`src/inc/gpt_map.svh`:
```
// Purpose: Register offsets, field positions, reset values and timing counts
// Assumes: Byte-wide registers reached through a six-bit register address
// Notes: Definitions only, no logic
`ifndef GPT_MAP_SVH
`define GPT_MAP_SVH

// Register offsets
// Six bits: the timer data offsets reach past 1f
`define GPT_ADDR_W 6
`define GPT_OFS_PORT_DATA 6'h01
`define GPT_OFS_EDGE_SELECT 6'h03
`define GPT_OFS_LINE_DIRECTION 6'h05
`define GPT_OFS_IRQ_ENABLE_A 6'h07
`define GPT_OFS_IRQ_ENABLE_B 6'h09
`define GPT_OFS_TMR_CTRL_A 6'h19
`define GPT_OFS_TMR_CTRL_B 6'h1b
`define GPT_OFS_TMR_CTRL_CD 6'h1d
`define GPT_OFS_TMR_DATA_A 6'h1f
`define GPT_OFS_TMR_DATA_B 6'h21
`define GPT_OFS_TMR_DATA_C 6'h23
`define GPT_OFS_TMR_DATA_D 6'h25

// Reset value of every register
`define GPT_RST_BYTE 8'h00

// Field positions
`define GPT_CTRL_OUT_RST 4
`define GPT_CD_C_LSB 4
`define GPT_CD_D_LSB 0
`define GPT_EDGE_AUX_A 4
`define GPT_EDGE_AUX_B 3
`define GPT_IEA_LINE_LSB 6
`define GPT_IEA_TMR_A 5
`define GPT_IEA_TMR_B 0
`define GPT_IEB_LINE_HI 6
`define GPT_IEB_TMR_C 5
`define GPT_IEB_TMR_D 4

// Mode field codes and prescaler divisors
`define GPT_MODE_STOP 4'h0
`define GPT_MODE_EVENT 4'h8
`define GPT_DIV_1 8'h04
`define GPT_DIV_2 8'h0a
`define GPT_DIV_3 8'h10
`define GPT_DIV_4 8'h32
`define GPT_DIV_5 8'h40
`define GPT_DIV_6 8'h64
`define GPT_DIV_7 8'hc8

// Counter reload point
`define GPT_CNT_ONE 8'h01
`endif

```
`src/inc/gpt_pkg.sv`:
```
// Purpose: Types shared by the port and timer block
// Assumes: Offsets and counts live in gpt_map.svh
// Notes: Bus request struct and timer mode enum
package gpt_pkg;
  // One register access request from the host
  typedef struct packed {
    logic wr;
    logic rd;
    logic [5:0] addr;
    logic [7:0] data;
  } gpt_bus_s;

  // Decoded timer operating mode
  typedef enum logic [1:0] {TM_STOP, TM_DELAY, TM_EVENT, TM_PULSE} gpt_tmode_e;
endpackage

```
`src/gpt_port_timers.sv`:
```
// Purpose: Eight-line interrupt I/O port plus four prescaled down-counter timers
// Assumes: Host bus synchronous to clk; pins, aux and timer_osc_in may be asynchronous; timer_osc_in rising edges are timer clocks
// Notes: Channel events are one-cycle pulses for an outside interrupt controller
//
// Summary of operation
// Output lines drive data bits; inputs float
// Read returns data for outputs, pins for inputs
// Edge bit zero falling, one rising
// Detector is XNOR of edge bit and input
// Software sets edges before enabling interrupts
// Direction zero input, one push-pull output
// Each line's interrupt enabled individually
// Four 8-bit prescaler and down-counter timers
// Timer output toggles on each time-out
// A, B all modes; C, D delay only
// Delay mode prescaler always runs, decrements counter
// Passing 01 reloads and emits time-out
// Prescale change: first time-out within 200 clocks
// Reload 01 every pulse, 00 every 256
// Pulse width: lines 4,3 channels use aux
// Pulse width: count only while aux active
// Aux active level follows edge bits 4,3
// Pulse width interrupt on opposite transition
// Software rewrites data register after each measure
// Running write takes effect after passing 01
// Software avoids writes as aux activates
// Leaving pulse mode restores normal edges
// Mode field decode: stop, delay, event, pulse
// Stopped write loads counter; running waits
// Pins and aux synchronised before use
`default_nettype none
`include "gpt_map.svh"

module gpt_port_timers
  import gpt_pkg::*;
#(
  parameter int LINES = 8
) (
  input wire logic clk,
  input wire logic reset_n,
  input wire logic ce,
  input wire gpt_bus_s host_bus,
  output logic [7:0] rd_data,
  input wire logic [7:0] port_line_in,
  output logic [7:0] port_line_out,
  output logic [7:0] port_line_oe,
  input wire logic aux_input_a,
  input wire logic aux_input_b,
  input wire logic timer_osc_in,
  output logic [3:0] timer_out,
  output logic [7:0] line_event,
  output logic [3:0] timer_event
);

  // The port logic is written for exactly one byte of lines
  if (LINES != 8) begin : g_bad_lines
    $error("gpt_port_timers supports LINES = 8 only");
  end

  // Software registers
  logic [7:0] port_data_ff; // Output data bits
  logic [7:0] edge_select_ff; // Active edges
  logic [7:0] line_direction_ff; // One means output
  logic [7:0] irq_enable_a_ff;
  logic [7:0] irq_enable_b_ff;
  logic [3:0] mode_field_a_ff;
  logic [3:0] mode_field_b_ff;
  logic [7:0] ctrl_cd_ff; // Two three-bit delay fields
  logic [7:0] rd_data_ff;
  logic [7:0] line_event_ff;

  // Synchronisers: first stage read only by second
  logic [10:0] sync1_ff;
  logic [10:0] sync2_ff;
  logic osc_prev_ff; // Edge detect on the settled oscillator
  logic [7:0] det_prev_ff; // Previous detector output per line

  // Settled levels
  wire [7:0] pin_s = sync2_ff[7:0];
  wire [1:0] aux_s = sync2_ff[9:8];
  wire osc_s = sync2_ff[10];
  wire tmr_tick = osc_s & ~osc_prev_ff;

  // Address decode
  wire wr = host_bus.wr;
  wire [5:0] adr = host_bus.addr;
  wire [7:0] wd = host_bus.data;
  wire wr_pd = wr && (adr == `GPT_OFS_PORT_DATA);
  wire wr_es = wr && (adr == `GPT_OFS_EDGE_SELECT);
  wire wr_dir = wr && (adr == `GPT_OFS_LINE_DIRECTION);
  wire wr_iea = wr && (adr == `GPT_OFS_IRQ_ENABLE_A);
  wire wr_ieb = wr && (adr == `GPT_OFS_IRQ_ENABLE_B);
  wire wr_ca = wr && (adr == `GPT_OFS_TMR_CTRL_A);
  wire wr_cb = wr && (adr == `GPT_OFS_TMR_CTRL_B);
  wire wr_ccd = wr && (adr == `GPT_OFS_TMR_CTRL_CD);

  // Per-timer views, filled by the assigns below and the generate loop
  wire [7:0] cnt_w [4];
  wire [3:0] cpulse_w;
  wire [3:0] tout_w;
  wire [3:0] out_w;
  wire [3:0] mf_w [4];
  gpt_tmode_e tmode_w [4];
  wire [5:0] dat_ofs [4];
  wire [3:0] ie_tmr;

  assign mf_w[0] = mode_field_a_ff;
  assign mf_w[1] = mode_field_b_ff;
  assign mf_w[2] = {1'b0, ctrl_cd_ff[`GPT_CD_C_LSB +: 3]};
  assign mf_w[3] = {1'b0, ctrl_cd_ff[`GPT_CD_D_LSB +: 3]};
  assign dat_ofs[0] = `GPT_OFS_TMR_DATA_A;
  assign dat_ofs[1] = `GPT_OFS_TMR_DATA_B;
  assign dat_ofs[2] = `GPT_OFS_TMR_DATA_C;
  assign dat_ofs[3] = `GPT_OFS_TMR_DATA_D;
  assign ie_tmr = {irq_enable_b_ff[`GPT_IEB_TMR_D], irq_enable_b_ff[`GPT_IEB_TMR_C],
                   irq_enable_a_ff[`GPT_IEA_TMR_B], irq_enable_a_ff[`GPT_IEA_TMR_A]};

  // Aux active level per A/B timer
  wire [1:0] aux_edge = {edge_select_ff[`GPT_EDGE_AUX_B], edge_select_ff[`GPT_EDGE_AUX_A]};
  wire [1:0] aux_act = ~(aux_s ^ aux_edge);

  // Prescaler divisor per selection
  function automatic logic [7:0] gpt_div(input logic [2:0] sel);
    logic [7:0] d;
    d = `GPT_DIV_1;
    case (sel)
      3'h2: d = `GPT_DIV_2;
      3'h3: d = `GPT_DIV_3;
      3'h4: d = `GPT_DIV_4;
      3'h5: d = `GPT_DIV_5;
      3'h6: d = `GPT_DIV_6;
      3'h7: d = `GPT_DIV_7;
      default: d = `GPT_DIV_1;
    endcase
    return d;
  endfunction

  // A stopped timer clears its prescaler; a gated one holds it
  function automatic logic [7:0] pre_pre_hold(input logic [7:0] p, input logic stop);
    return stop ? `GPT_RST_BYTE : p;
  endfunction

  // One timer per iteration
  for (genvar t = 0; t < 4; t++) begin : g_tmr
    logic [7:0] pre_ff; // Prescaler count
    logic [7:0] cnt_ff; // Main down-counter
    logic [7:0] dat_ff; // Reload value
    logic out_ff;
    logic act_prev_ff; // Event count edge memory
    gpt_tmode_e tmode;
    wire is_ab = (t < 2);
    wire act = is_ab ? aux_act[t % 2] : 1'b0;
    wire [7:0] div = gpt_div(mf_w[t][2:0]);

    // Mode field decode
    assign tmode = (mf_w[t] == `GPT_MODE_STOP) ? TM_STOP :
                   (!mf_w[t][3]) ? TM_DELAY :
                   (mf_w[t] == `GPT_MODE_EVENT) ? TM_EVENT : TM_PULSE;
    // Delay always runs; pulse width only while aux active
    wire run = (tmode == TM_DELAY) || (tmode == TM_PULSE && act);
    wire pre_wrap = (pre_ff >= div - `GPT_CNT_ONE);
    // Prescaled pulse, or bare active aux edge in event mode
    wire cpulse = (run && tmr_tick && pre_wrap) ||
                  (tmode == TM_EVENT && act && !act_prev_ff);
    wire tout = cpulse && (cnt_ff == `GPT_CNT_ONE);
    wire wr_dat = wr && (adr == dat_ofs[t]);
    wire wr_ctl = is_ab && (t == 0 ? wr_ca : wr_cb);
    wire out_clr = wr_ctl && wd[`GPT_CTRL_OUT_RST]; // Forced low during the write

    // Prescaler keeps its phase on a divisor change, so the first
    // time-out may land early but never later than one full wrap
    always_ff @(posedge clk or negedge reset_n) begin
      if (!reset_n) begin
        pre_ff <= `GPT_RST_BYTE;
        act_prev_ff <= 1'b0;
      end else if (ce) begin
        act_prev_ff <= act;
        if (!run) begin
          pre_ff <= pre_pre_hold(pre_ff, tmode == TM_STOP);
        end else if (tmr_tick) begin
          pre_ff <= pre_wrap ? `GPT_RST_BYTE : pre_ff + `GPT_CNT_ONE;
        end
      end
    end

    // Main counter, reload and output toggle
    always_ff @(posedge clk or negedge reset_n) begin
      if (!reset_n) begin
        cnt_ff <= `GPT_RST_BYTE;
        dat_ff <= `GPT_RST_BYTE;
        out_ff <= 1'b0;
      end else if (ce) begin
        if (wr_dat) begin
          dat_ff <= wd;
        end
        if (wr_dat && tmode == TM_STOP) begin
          cnt_ff <= wd;
        end else if (tout) begin
          cnt_ff <= dat_ff;
        end else if (cpulse) begin
          cnt_ff <= cnt_ff - `GPT_CNT_ONE;
        end
        if (out_clr) begin
          out_ff <= 1'b0;
        end else if (tout) begin
          out_ff <= ~out_ff;
        end
      end
    end

    assign cnt_w[t] = cnt_ff;
    assign cpulse_w[t] = cpulse;
    assign tout_w[t] = tout;
    assign out_w[t] = out_ff;
    assign tmode_w[t] = tmode;
  end

  // Lines 4 and 3 take aux inputs while their timer uses them
  wire a_aux = (tmode_w[0] == TM_PULSE) || (tmode_w[0] == TM_EVENT);
  wire b_aux = (tmode_w[1] == TM_PULSE) || (tmode_w[1] == TM_EVENT);
  wire [7:0] src = {pin_s[7:5], a_aux ? aux_s[0] : pin_s[4],
                    b_aux ? aux_s[1] : pin_s[3], pin_s[2:0]};
  // Pulse width mode flips the edge so the pulse end interrupts
  wire [7:0] flip = {3'h0, tmode_w[0] == TM_PULSE, tmode_w[1] == TM_PULSE, 3'h0};
  // Detector output rises on the chosen transition
  wire [7:0] det = ~(edge_select_ff ^ flip ^ src);
  wire [7:0] ie_line = {irq_enable_a_ff[`GPT_IEA_LINE_LSB +: 2],
                        irq_enable_b_ff[`GPT_IEB_LINE_HI +: 2], irq_enable_b_ff[3:0]};

  // Read data: outputs from register, inputs from pins
  wire [7:0] port_rd = (port_data_ff & line_direction_ff) | (pin_s & ~line_direction_ff);
  wire [7:0] rd_mux =
    (adr == `GPT_OFS_PORT_DATA) ? port_rd :
    (adr == `GPT_OFS_EDGE_SELECT) ? edge_select_ff :
    (adr == `GPT_OFS_LINE_DIRECTION) ? line_direction_ff :
    (adr == `GPT_OFS_IRQ_ENABLE_A) ? irq_enable_a_ff :
    (adr == `GPT_OFS_IRQ_ENABLE_B) ? irq_enable_b_ff :
    (adr == `GPT_OFS_TMR_CTRL_A) ? {4'h0, mode_field_a_ff} :
    (adr == `GPT_OFS_TMR_CTRL_B) ? {4'h0, mode_field_b_ff} :
    (adr == `GPT_OFS_TMR_CTRL_CD) ? ctrl_cd_ff :
    (adr == `GPT_OFS_TMR_DATA_A) ? cnt_w[0] :
    (adr == `GPT_OFS_TMR_DATA_B) ? cnt_w[1] :
    (adr == `GPT_OFS_TMR_DATA_C) ? cnt_w[2] :
    (adr == `GPT_OFS_TMR_DATA_D) ? cnt_w[3] : `GPT_RST_BYTE;

  // Synchronisers and edge memories
  always_ff @(posedge clk or negedge reset_n) begin
    if (!reset_n) begin
      sync1_ff <= 11'h000;
      sync2_ff <= 11'h000;
      osc_prev_ff <= 1'b0;
      det_prev_ff <= `GPT_RST_BYTE;
    end else if (ce) begin
      sync1_ff <= {timer_osc_in, aux_input_b, aux_input_a, port_line_in};
      sync2_ff <= sync1_ff;
      osc_prev_ff <= osc_s;
      det_prev_ff <= det;
    end
  end

  // Register writes
  always_ff @(posedge clk or negedge reset_n) begin
    if (!reset_n) begin
      port_data_ff <= `GPT_RST_BYTE;
      edge_select_ff <= `GPT_RST_BYTE;
      line_direction_ff <= `GPT_RST_BYTE;
      irq_enable_a_ff <= `GPT_RST_BYTE;
      irq_enable_b_ff <= `GPT_RST_BYTE;
      mode_field_a_ff <= 4'h0;
      mode_field_b_ff <= 4'h0;
      ctrl_cd_ff <= `GPT_RST_BYTE;
    end else if (ce) begin
      if (wr_pd) port_data_ff <= wd;
      if (wr_es) edge_select_ff <= wd;
      if (wr_dir) line_direction_ff <= wd;
      if (wr_iea) irq_enable_a_ff <= wd;
      if (wr_ieb) irq_enable_b_ff <= wd;
      if (wr_ca) mode_field_a_ff <= wd[3:0];
      if (wr_cb) mode_field_b_ff <= wd[3:0];
      if (wr_ccd) ctrl_cd_ff <= {1'b0, wd[6:4], 1'b0, wd[2:0]};
    end
  end

  // Read data and channel events, all registered
  always_ff @(posedge clk or negedge reset_n) begin
    if (!reset_n) begin
      rd_data_ff <= `GPT_RST_BYTE;
      line_event_ff <= `GPT_RST_BYTE;
    end else if (ce) begin
      if (host_bus.rd) rd_data_ff <= rd_mux;
      line_event_ff <= det & ~det_prev_ff & ie_line;
    end
  end

  logic [3:0] timer_event_ff;
  always_ff @(posedge clk or negedge reset_n) begin
    if (!reset_n) begin
      timer_event_ff <= 4'h0;
    end else if (ce) begin
      timer_event_ff <= tout_w & ie_tmr;
    end
  end

  assign rd_data = rd_data_ff;
  assign port_line_out = port_data_ff;
  assign port_line_oe = line_direction_ff;
  assign timer_out = out_w;
  assign line_event = line_event_ff;
  assign timer_event = timer_event_ff;
endmodule
`default_nettype wire

```
`config.mk`:
```
export PLATFORM = sky130hd
export DESIGN_NAME = gpt_port_timers
export DESIGN_NICKNAME = d
export VERILOG_FILES = /design/src/inc/gpt_pkg.sv /design/src/gpt_port_timers.sv
export VERILOG_INCLUDE_DIRS = /design/src /design/src/inc
export SDC_FILE = /design/constraint.sdc
export NUM_CORES = 1
export LEC_CHECK = 0
export ABC_AREA = 1
export BUFFER_PORTS_ARGS = -buffer_cell sky130_fd_sc_hd__buf_2
export CORE_UTILIZATION = 50
export CTS_BUF_LIST = sky130_fd_sc_hd__clkbuf_8
export CTS_CLUSTER_DIAMETER = 120
export DETAILED_ROUTE_END_ITERATION = 10
export PLACE_DENSITY = 0.68
export SYNTH_ARGS = -nofsm -noshare
export SYNTH_HDL_FRONTEND = slang
export SYNTH_SLANG_ARGS = --single-unit
```
`constraint.sdc`:
```
create_clock -name clk -period 4.3 [get_ports clk]
set_input_delay 0 -clock clk [delete_from_list [all_inputs] [get_ports clk]]
set_output_delay 0 -clock clk [all_outputs]
set_load 0.01 [all_outputs]
```
; Word-level counts from Yosys, hierarchy flattened
; Cells that the tools add are included.
[word_totals]
reg_bits = 207
latch_bits = 0
mem_bits_rw = 0
rom_bits = 0
out_inout_bits = 40
memories = 0
[op_classes]
n_addsub = 12
mul = 0
div_mod_pow = 0
n_lt_le_gt_ge = 4
n_eq_ne = 54
shifts = 0
muxes = 58
bitwise = 19
reduce_logical = 87
[op_table]
columns = operator, count
row1 = 8-bit 2-to-1 mux, 40
row2 = 8-bit case mux with 6 select lines, 4
row3 = 8-bit by 1-bit subtractor with 8-bit output (second input constant), 8
row4 = 3-bit == test (second input constant), 16
row5 = 2-bit AND reduction, 21
row6 = 1-bit logical AND, 36
row7 = 8-bit by 1-bit adder with 8-bit output (second input constant), 4
row8 = 8-bit AND, 4
row9 = 8-bit by 1-bit == test with 1-bit output (second input constant), 4
row10 = 8-bit greater-or-equal comparator, 4
row11 = 3-bit by 2-bit == test with 1-bit output (second input constant), 8
row12 = 6-bit by 5-bit == test with 1-bit output (second input constant), 4
row13 = 8-bit NOT, 3
row14 = 6-bit == test (second input constant), 3
row15 = 4-bit logical NOT, 4
row16 = 6-bit by 3-bit == test with 1-bit output (second input constant), 2
row17 = 3-bit AND reduction, 4
row18 = 2-bit nonzero test, 6
row19 = 3-bit nonzero test, 4
row20 = 1-bit 2-to-1 mux, 10
row21 = 2-bit == test (second input constant), 4
row22 = 4-bit == test (second input constant), 2
row23 = 2-bit logical NOT, 4
row24 = 2-bit 2-to-1 mux, 4
row25 = other kinds (16), 31

; Longest topological paths before layout
[logic_depth]
ltp_word = 13
depth_mapped = 20
depth_no_buf = 19

; Least setup slack after synthesis
; No wires, ideal clock.
[synth_timing]
path_type = register to register
startpoint = reg ctrl_cd_ff[5]
endpoint = reg g_tmr[2].cnt_ff[6]
setup_time_ps = 116
arrival_ps = 2577
required_time_ps = 4184
path_slack_ps = 1606
stages_incl_launch_ff = 19
path_buffers = 1
path_cell_list = dfrtp_1 -> inv_1 -> nand2_1 -> a21oi_1 -> inv_1 -> ha_1 -> o31ai_1 -> inv_1 -> ha_1 -> a21oi_1 -> o21a_1 -> nand2_1 -> nand2_1 -> nand2_1 -> nand2_2 -> buf_2 -> nor2_1 -> nand2_1 -> nand2_1
[synth_between]
elab_chain_len = 8
word_cells_on_any_way = 21
classes_between = 1 x add/sub / 1 x order compare / 7 x eq/ne / 4 x mux / 8 x reduce/logical
[synth_lines]
columns = element, line_no
row1 = "start, declared", gpt_port_timers.sv:68  ; logic [7:0] ctrl_cd_ff;
row2 = "start signal, assigned", gpt_port_timers.sv:271  ; ctrl_cd_ff <= `GPT_RST_BYTE;
row3 = "start signal, assigned", gpt_port_timers.sv:280  ; if (wr_ccd) ctrl_cd_ff <= {1'b0, wd[6:4], 1'b0, wd[2:0]};
row4 = "3-bit == test, or another cell as far along", gpt_port_timers.sv:126  ; case (sel)
row5 = 8-bit case mux with 6 select lines / 1-bit 2-to-1 mux (equally long branches), "gpt_port_timers.sv:126, gpt_port_timers.sv:156"
row6 = 8-bit by 1-bit subtractor with 8-bit output (no line) / 1-bit == test (equally long branches), --
row7 = 8-bit greater-or-equal comparator (no line) / 1-bit logical AND (equally long branches), --
row8 = 1-bit logical AND, gpt_port_timers.sv:163  ; wire cpulse = (run && tmr_tick && pre_wrap) ||
row9 = 1-bit logical AND, gpt_port_timers.sv:165  ; wire tout = cpulse && (cnt_ff == `GPT_CNT_ONE);
row10 = 3-bit nonzero test (no line) / 8-bit 2-to-1 mux (equally long branches), --
row11 = 2-bit AND reduction (no line) / 8-bit 2-to-1 mux (equally long branches), --
row12 = "end signal, assigned", gpt_port_timers.sv:189  ; cnt_ff <= `GPT_RST_BYTE;
row13 = "end signal, assigned", gpt_port_timers.sv:197  ; cnt_ff <= wd;
row14 = "end signal, assigned", gpt_port_timers.sv:199  ; cnt_ff <= dat_ff;
row15 = "end, declared", gpt_port_timers.sv:146  ; logic [7:0] cnt_ff;
; Parallel ways exist; a longest one is shown, timed or not.
; A chain may end at the register's enable or synchronous reset.

; Worst setup path in the final report
[layout_timing]
startpoint = reg mode_field_a_ff[2]
endpoint = reg g_tmr[0].cnt_ff[4]
[layout_between]
elab_chain_len = 13
word_cells_on_any_way = 31
classes_between = 1 x add/sub / 1 x order compare / 10 x eq/ne / 6 x mux / 13 x reduce/logical
[layout_lines]
columns = element, line_no
row1 = "start, declared", gpt_port_timers.sv:66  ; logic [3:0] mode_field_a_ff;
row2 = "start signal, assigned", gpt_port_timers.sv:278  ; if (wr_ca) mode_field_a_ff <= wd[3:0];
row3 = branches (longest 13 deep; another with 8-bit by 1-bit subtractor with 8-bit output), --
row4 = "end signal, assigned", gpt_port_timers.sv:189
row5 = "end signal, assigned", gpt_port_timers.sv:197
row6 = "end signal, assigned", gpt_port_timers.sv:199
row7 = "end, declared", gpt_port_timers.sv:146
; Parallel ways; which one is timed is not known.

==> summary.txt <==
Global route
  • Antenna violations before repair: 0
  • Largest net degree at the start of global routing: 125
  • First-pass GRT wire length: between 50000 and 60000 um
  • Total track usage: 0.2758
  • Vias in the first global route: 9926
  • Gr ovfl total: 0

Pwr
  • Clock power frac: 0.348
  • Comb pwr share: 0.219
  • Worst IR Drop VDD: between 200 and 300 uV
  • Total power draw: about 5.7 mW
  • Power per Cell Area: around 430 nW/um^2
  • Switch Pwr: 1.896 mW
  • Register share of total power: 0.433
  • LEAKAGE: 6.646 nW
  • Pint: 3.754 mW
  • Sw Ratio: 0.3356

Timing
  • Fin worst setup slack: 1.084 ns
  • Final cycle utilization of the critical path: 0.7478
  • Setup Total Neg Slack: 0 ns
  • Worst-Margin Slew: 1.054 ns
  • Final Hold Viols: 0
  • Max-slew headroom: 0.2974
  • Clk_skew: roughly 0.024 ns
  • Final setup violating endpoints: 0
  • Final Critical Period: 3.216 ns
  • Final Slew Violations: 0
  • RSZ-0062 raised after global routing: no
  • Achievable Freq: 0.3110 GHz
  • Hold_ws: 0.04950 ns

Critical path
  • CP most frequent cell: nand2_1
  • Reg2reg start: mode_field_a_ff[2]
  • Critical Path Max Stage Delay: roughly 0.44 ns
  • Crit-path slowest cell: dfrtp_1
  • Number of cells on the worst reg-to-reg path: 18
  • CP max FO: 11
  • Crit. End Element: flip-flop
  • Critical Path AT: roughly 3.7 ns
  • FF-to-FF setup slack: roughly 1.1 ns
  • WP buf/inv: 3
  • Crit start category: flip-flop
  • Setup CP Type: flip-flop to flip-flop
  • Worst EP required: roughly 4.8 ns
  • End of the critical path: g_tmr[0].cnt_ff[4]
  • Levels on crit path: 18
  • Reg-to-reg endpoint: g_tmr[0].cnt_ff[4]
  • Crit. Startpoint: mode_field_a_ff[2]
  • Largest delay share family, worst path: simple AND/OR/NAND/NOR gates
  • Crit-path cells: nand2_1 > inv_1 > nor3_1 > inv_1 > ha_1 > xor2_1 > ha_1 > nand2_1 > o21a_1 > o21ai_0 > nand2_1 > nand2_1 > nand2_1 > inv_1 > nand2_1 > nand3_1 > nand2_1 > nand2_1

Synthesis
  • Synth Flop Type: dfrtp_1
  • Yosys reg bits: approximately 210
  • Post-synthesis sequential area ratio: 0.4474
  • Mapped Cells: around 1500
  • Post-synth EDFFs: 0
  • Async SR Flop Fraction: 1.000
  • Synthesized net count: 1590
  • Cell Area, Synth: approximately 12000 sq um
  • Yosys top cell by area: dfrtp_1
  • Mean Syn Cell Area: approximately 7.6 sq um
  • Yosys top cell area share: 0.4474
  • Post-synthesis cell type count: 43
  • Synth warn: 0
  • Synth area leaders: dfrtp_1 (45%), nand2_1 (15%), o21ai_0 (6.3%), ha_1 (4.8%), inv_1 (4.2%)

Final layout
  • Register Area: between 5000 and 6000 sq um
  • Area taken by multi-input logic gates: 5648 sq um
  • Final Non-Filler Cells: around 1900
  • Antenna cells: 0
  • Final core utilization: 0.5780
  • Layout cells sized above 1: 0.1020
  • Syn-to-layout area delta: 13.02%
  • Fillers: approximately 2100
  • Nets@finish: 1673
  • Finished Cell Area: between 10000 and 15000 sq um

CTS
  • Cts bufs inserted: 38
  • Clock Tree Buf Depth: 3
  • Clock Pin Slew Worst Setup and Hold Paths: 0.06 ns
  • Root buf cell: clkbuf_8
  • Cts repair resizes: 0
  • H-tree depth: 2
  • TritonCTS clock tree: yes
  • Worst-Skew Late Latency: 0.54 ns
  • Sinks on Clock Net: around 210

Place
  • Placed Area: roughly 12000 sq um
  • RD Place Congestion: 0.9621
  • Dpl cells: between 1500 and 2000
  • Post-DP HPWL: ~22000 um
  • Port bufs: between 60 and 70
  • Worst slack, placed: approximately 1.1 ns

Route
  • WL final: between 30000 and 40000 um
  • DR vias: about 10000
  • WL per Instance: between 15 and 20 um
  • Drt first pass iters: 5
  • Vias per cell: ~5.4
  • Initial DRC count: 751
  • Residual DRC: 0
  • Antenna-violating nets left: 0

Floorplan
  • DIE AREA: around 24000 sq um
  • Core Box Area: roughly 23000 sq um
  • Initial core utilization: 0.5114
  • Die X: roughly 150 um
  • I/O pins: 70
  • Rows: 55
  • Die Ht: 154.2 um

Job
  • Max Cap Viol: 0

Min path
  • Hold crit path type: primary input to flip-flop

Outcome
  • Status: complete, no violations
==> synth_stat cells (4+ instances only) <==
master	number
nand2_1	473
dfrtp_1	207
o21ai_0	145
inv_1	131
nor2_1	127
nand3_1	83
a21oi_1	71
ha_1	44
nand4_1	44
xor2_1	40
clkbuf_1	31
nor3_1	15
buf_2	11
o31ai_1	9
o21ai_1	8
xnor2_1	7
nand2_2	6
nor2_2	6
buf_4	5
inv_2	5
nand3_2	5
o21a_1	5
nor2_4	4
nor3_2	4
nor3b_1	4
o22ai_1	4
==> cells by family after synthesis <==
family	synth area share
AND/OR/NAND/NOR	0.2886
flip-flops	0.4474
XOR/XNOR	0.03556
AO/OA/AOI/OAI	0.1145
multiplexers	0.001729
adder cells (fa/ha/maj)	0.04755
buffers and inverters	0.06474
==> power groups by stage <==
stage,registers (mW),clock network [mW],logic [mW]
2_1_floorplan,2.39,0,0.913
3_3_place_gp,2.46,0,1.18
3_5_place_dp,2.47,0,1.21
4_1_cts,2.44,2.00,1.24
5_1_grt,2.47,2.09,1.43
6_report,2.45,1.97,1.24
==> how the worst min path moves through the flow <==
stage / depth (start not counted) / from / slack [ns] / endpoint
2_1_floorplan: 0 / reset_n / -0.30 / ctrl_cd_ff[0]
3_3_place_gp: 3 / port_line_in[7] / 0.20 / sync1_ff[7]
3_5_place_dp: 3 / port_line_in[6] / 0.21 / sync1_ff[6]
4_1_cts: 4 / host_bus[14] / 0.05 / rd_data[5]
5_1_grt: 4 / host_bus[14] / 0.10 / rd_data[2]
6_report: 4 / host_bus[14] / 0.05 / rd_data[4]
==> worst register-to-register path: stages, from the launching register on <==
cell and delay [ns]:
dfrtp_1 0.44, nand2_1 0.12, inv_1 0.06, nor3_1 0.22, inv_1 0.07, ha_1 0.22
xor2_1 0.18, ha_1 0.30, nand2_1 0.05, o21a_1 0.17, o21ai_0 0.24, nand2_1 0.09
nand2_1 0.17, nand2_1 0.25, inv_1 0.29, nand2_1 0.09, nand3_1 0.08, nand2_1 0.05
nand2_1 0.06
==> metal layers <==
| metal | vias to the layer above | track usage | routed length (um) |
|---|---|---|---|
| met5 | - | 0 | 0 |
| met3 | 72 | 0.04425 | 1948 |
| li1 | 5119 | - | - |
| met1 | 4874 | 0.3739 | 14320 |
| met4 | 0 | 0.09762 | 909 |
| met2 | 346 | 0.4481 | 14840 |
==> timing repair <==
action,CTS,global route
hold endpoints to repair,158,0
buffers inserted,0,0
hold buffers,21,0
==> cells in the final DEF, fill, tap and decap left out, types with 2 or more instances in the layout <==
cell           count
nor3_2             4
clkinv_2           4
ha_1              44
clkbuf_8          51
nor2_2             6
o21ai_2            2
o22ai_1            4
a21oi_2            2
xnor2_1            7
o31ai_1            9
mux2i_1            2
buf_2             68
nor3_4             2
o21ai_0          145
nor3_1            15
a21oi_1           71
nor2_1           127
nand2_1          473
buf_4              3
o21a_1             5
nand4_1           44
nand3_1           83
nor3b_1            4
xor2_1            40
nand3_2            5
dfrtp_1          207
nand2_2            6
nor2_4             4
inv_2              5
dlygate4sd3_1     21
o21ai_1            8
inv_1            142
==> registers in the layout, summed over array words and instances (netlist names) <==
register and cells:
mode_field_b_ff 4, edge_select_ff 8, g_tmr.pre_ff 32, g_tmr.cnt_ff 32, port_line_out 8, sync1_ff 11
irq_enable_b_ff 8, g_tmr.dat_ff 32, line_event 8, g_tmr.out_ff 4, g_tmr.act_prev_ff 2, osc_prev_ff 1
timer_event 4, irq_enable_a_ff 8, port_line_oe 8, sync2_ff 11, mode_field_a_ff 4, ctrl_cd_ff 6
rd_data 8, det_prev_ff 8
==> final cells by class <==
cell class | count | area share
multi-input cells | 1122 | 0.4316
flip-flops and latches | 207 | 0.3959
clock buffers | 50 | 0.05259
repair buffers | 93 | 0.04485
inverters | 137 | 0.03930
well taps | 285 | 0.02725
clock inverters | 18 | 0.008510
(Power assumes the default switching activity.)
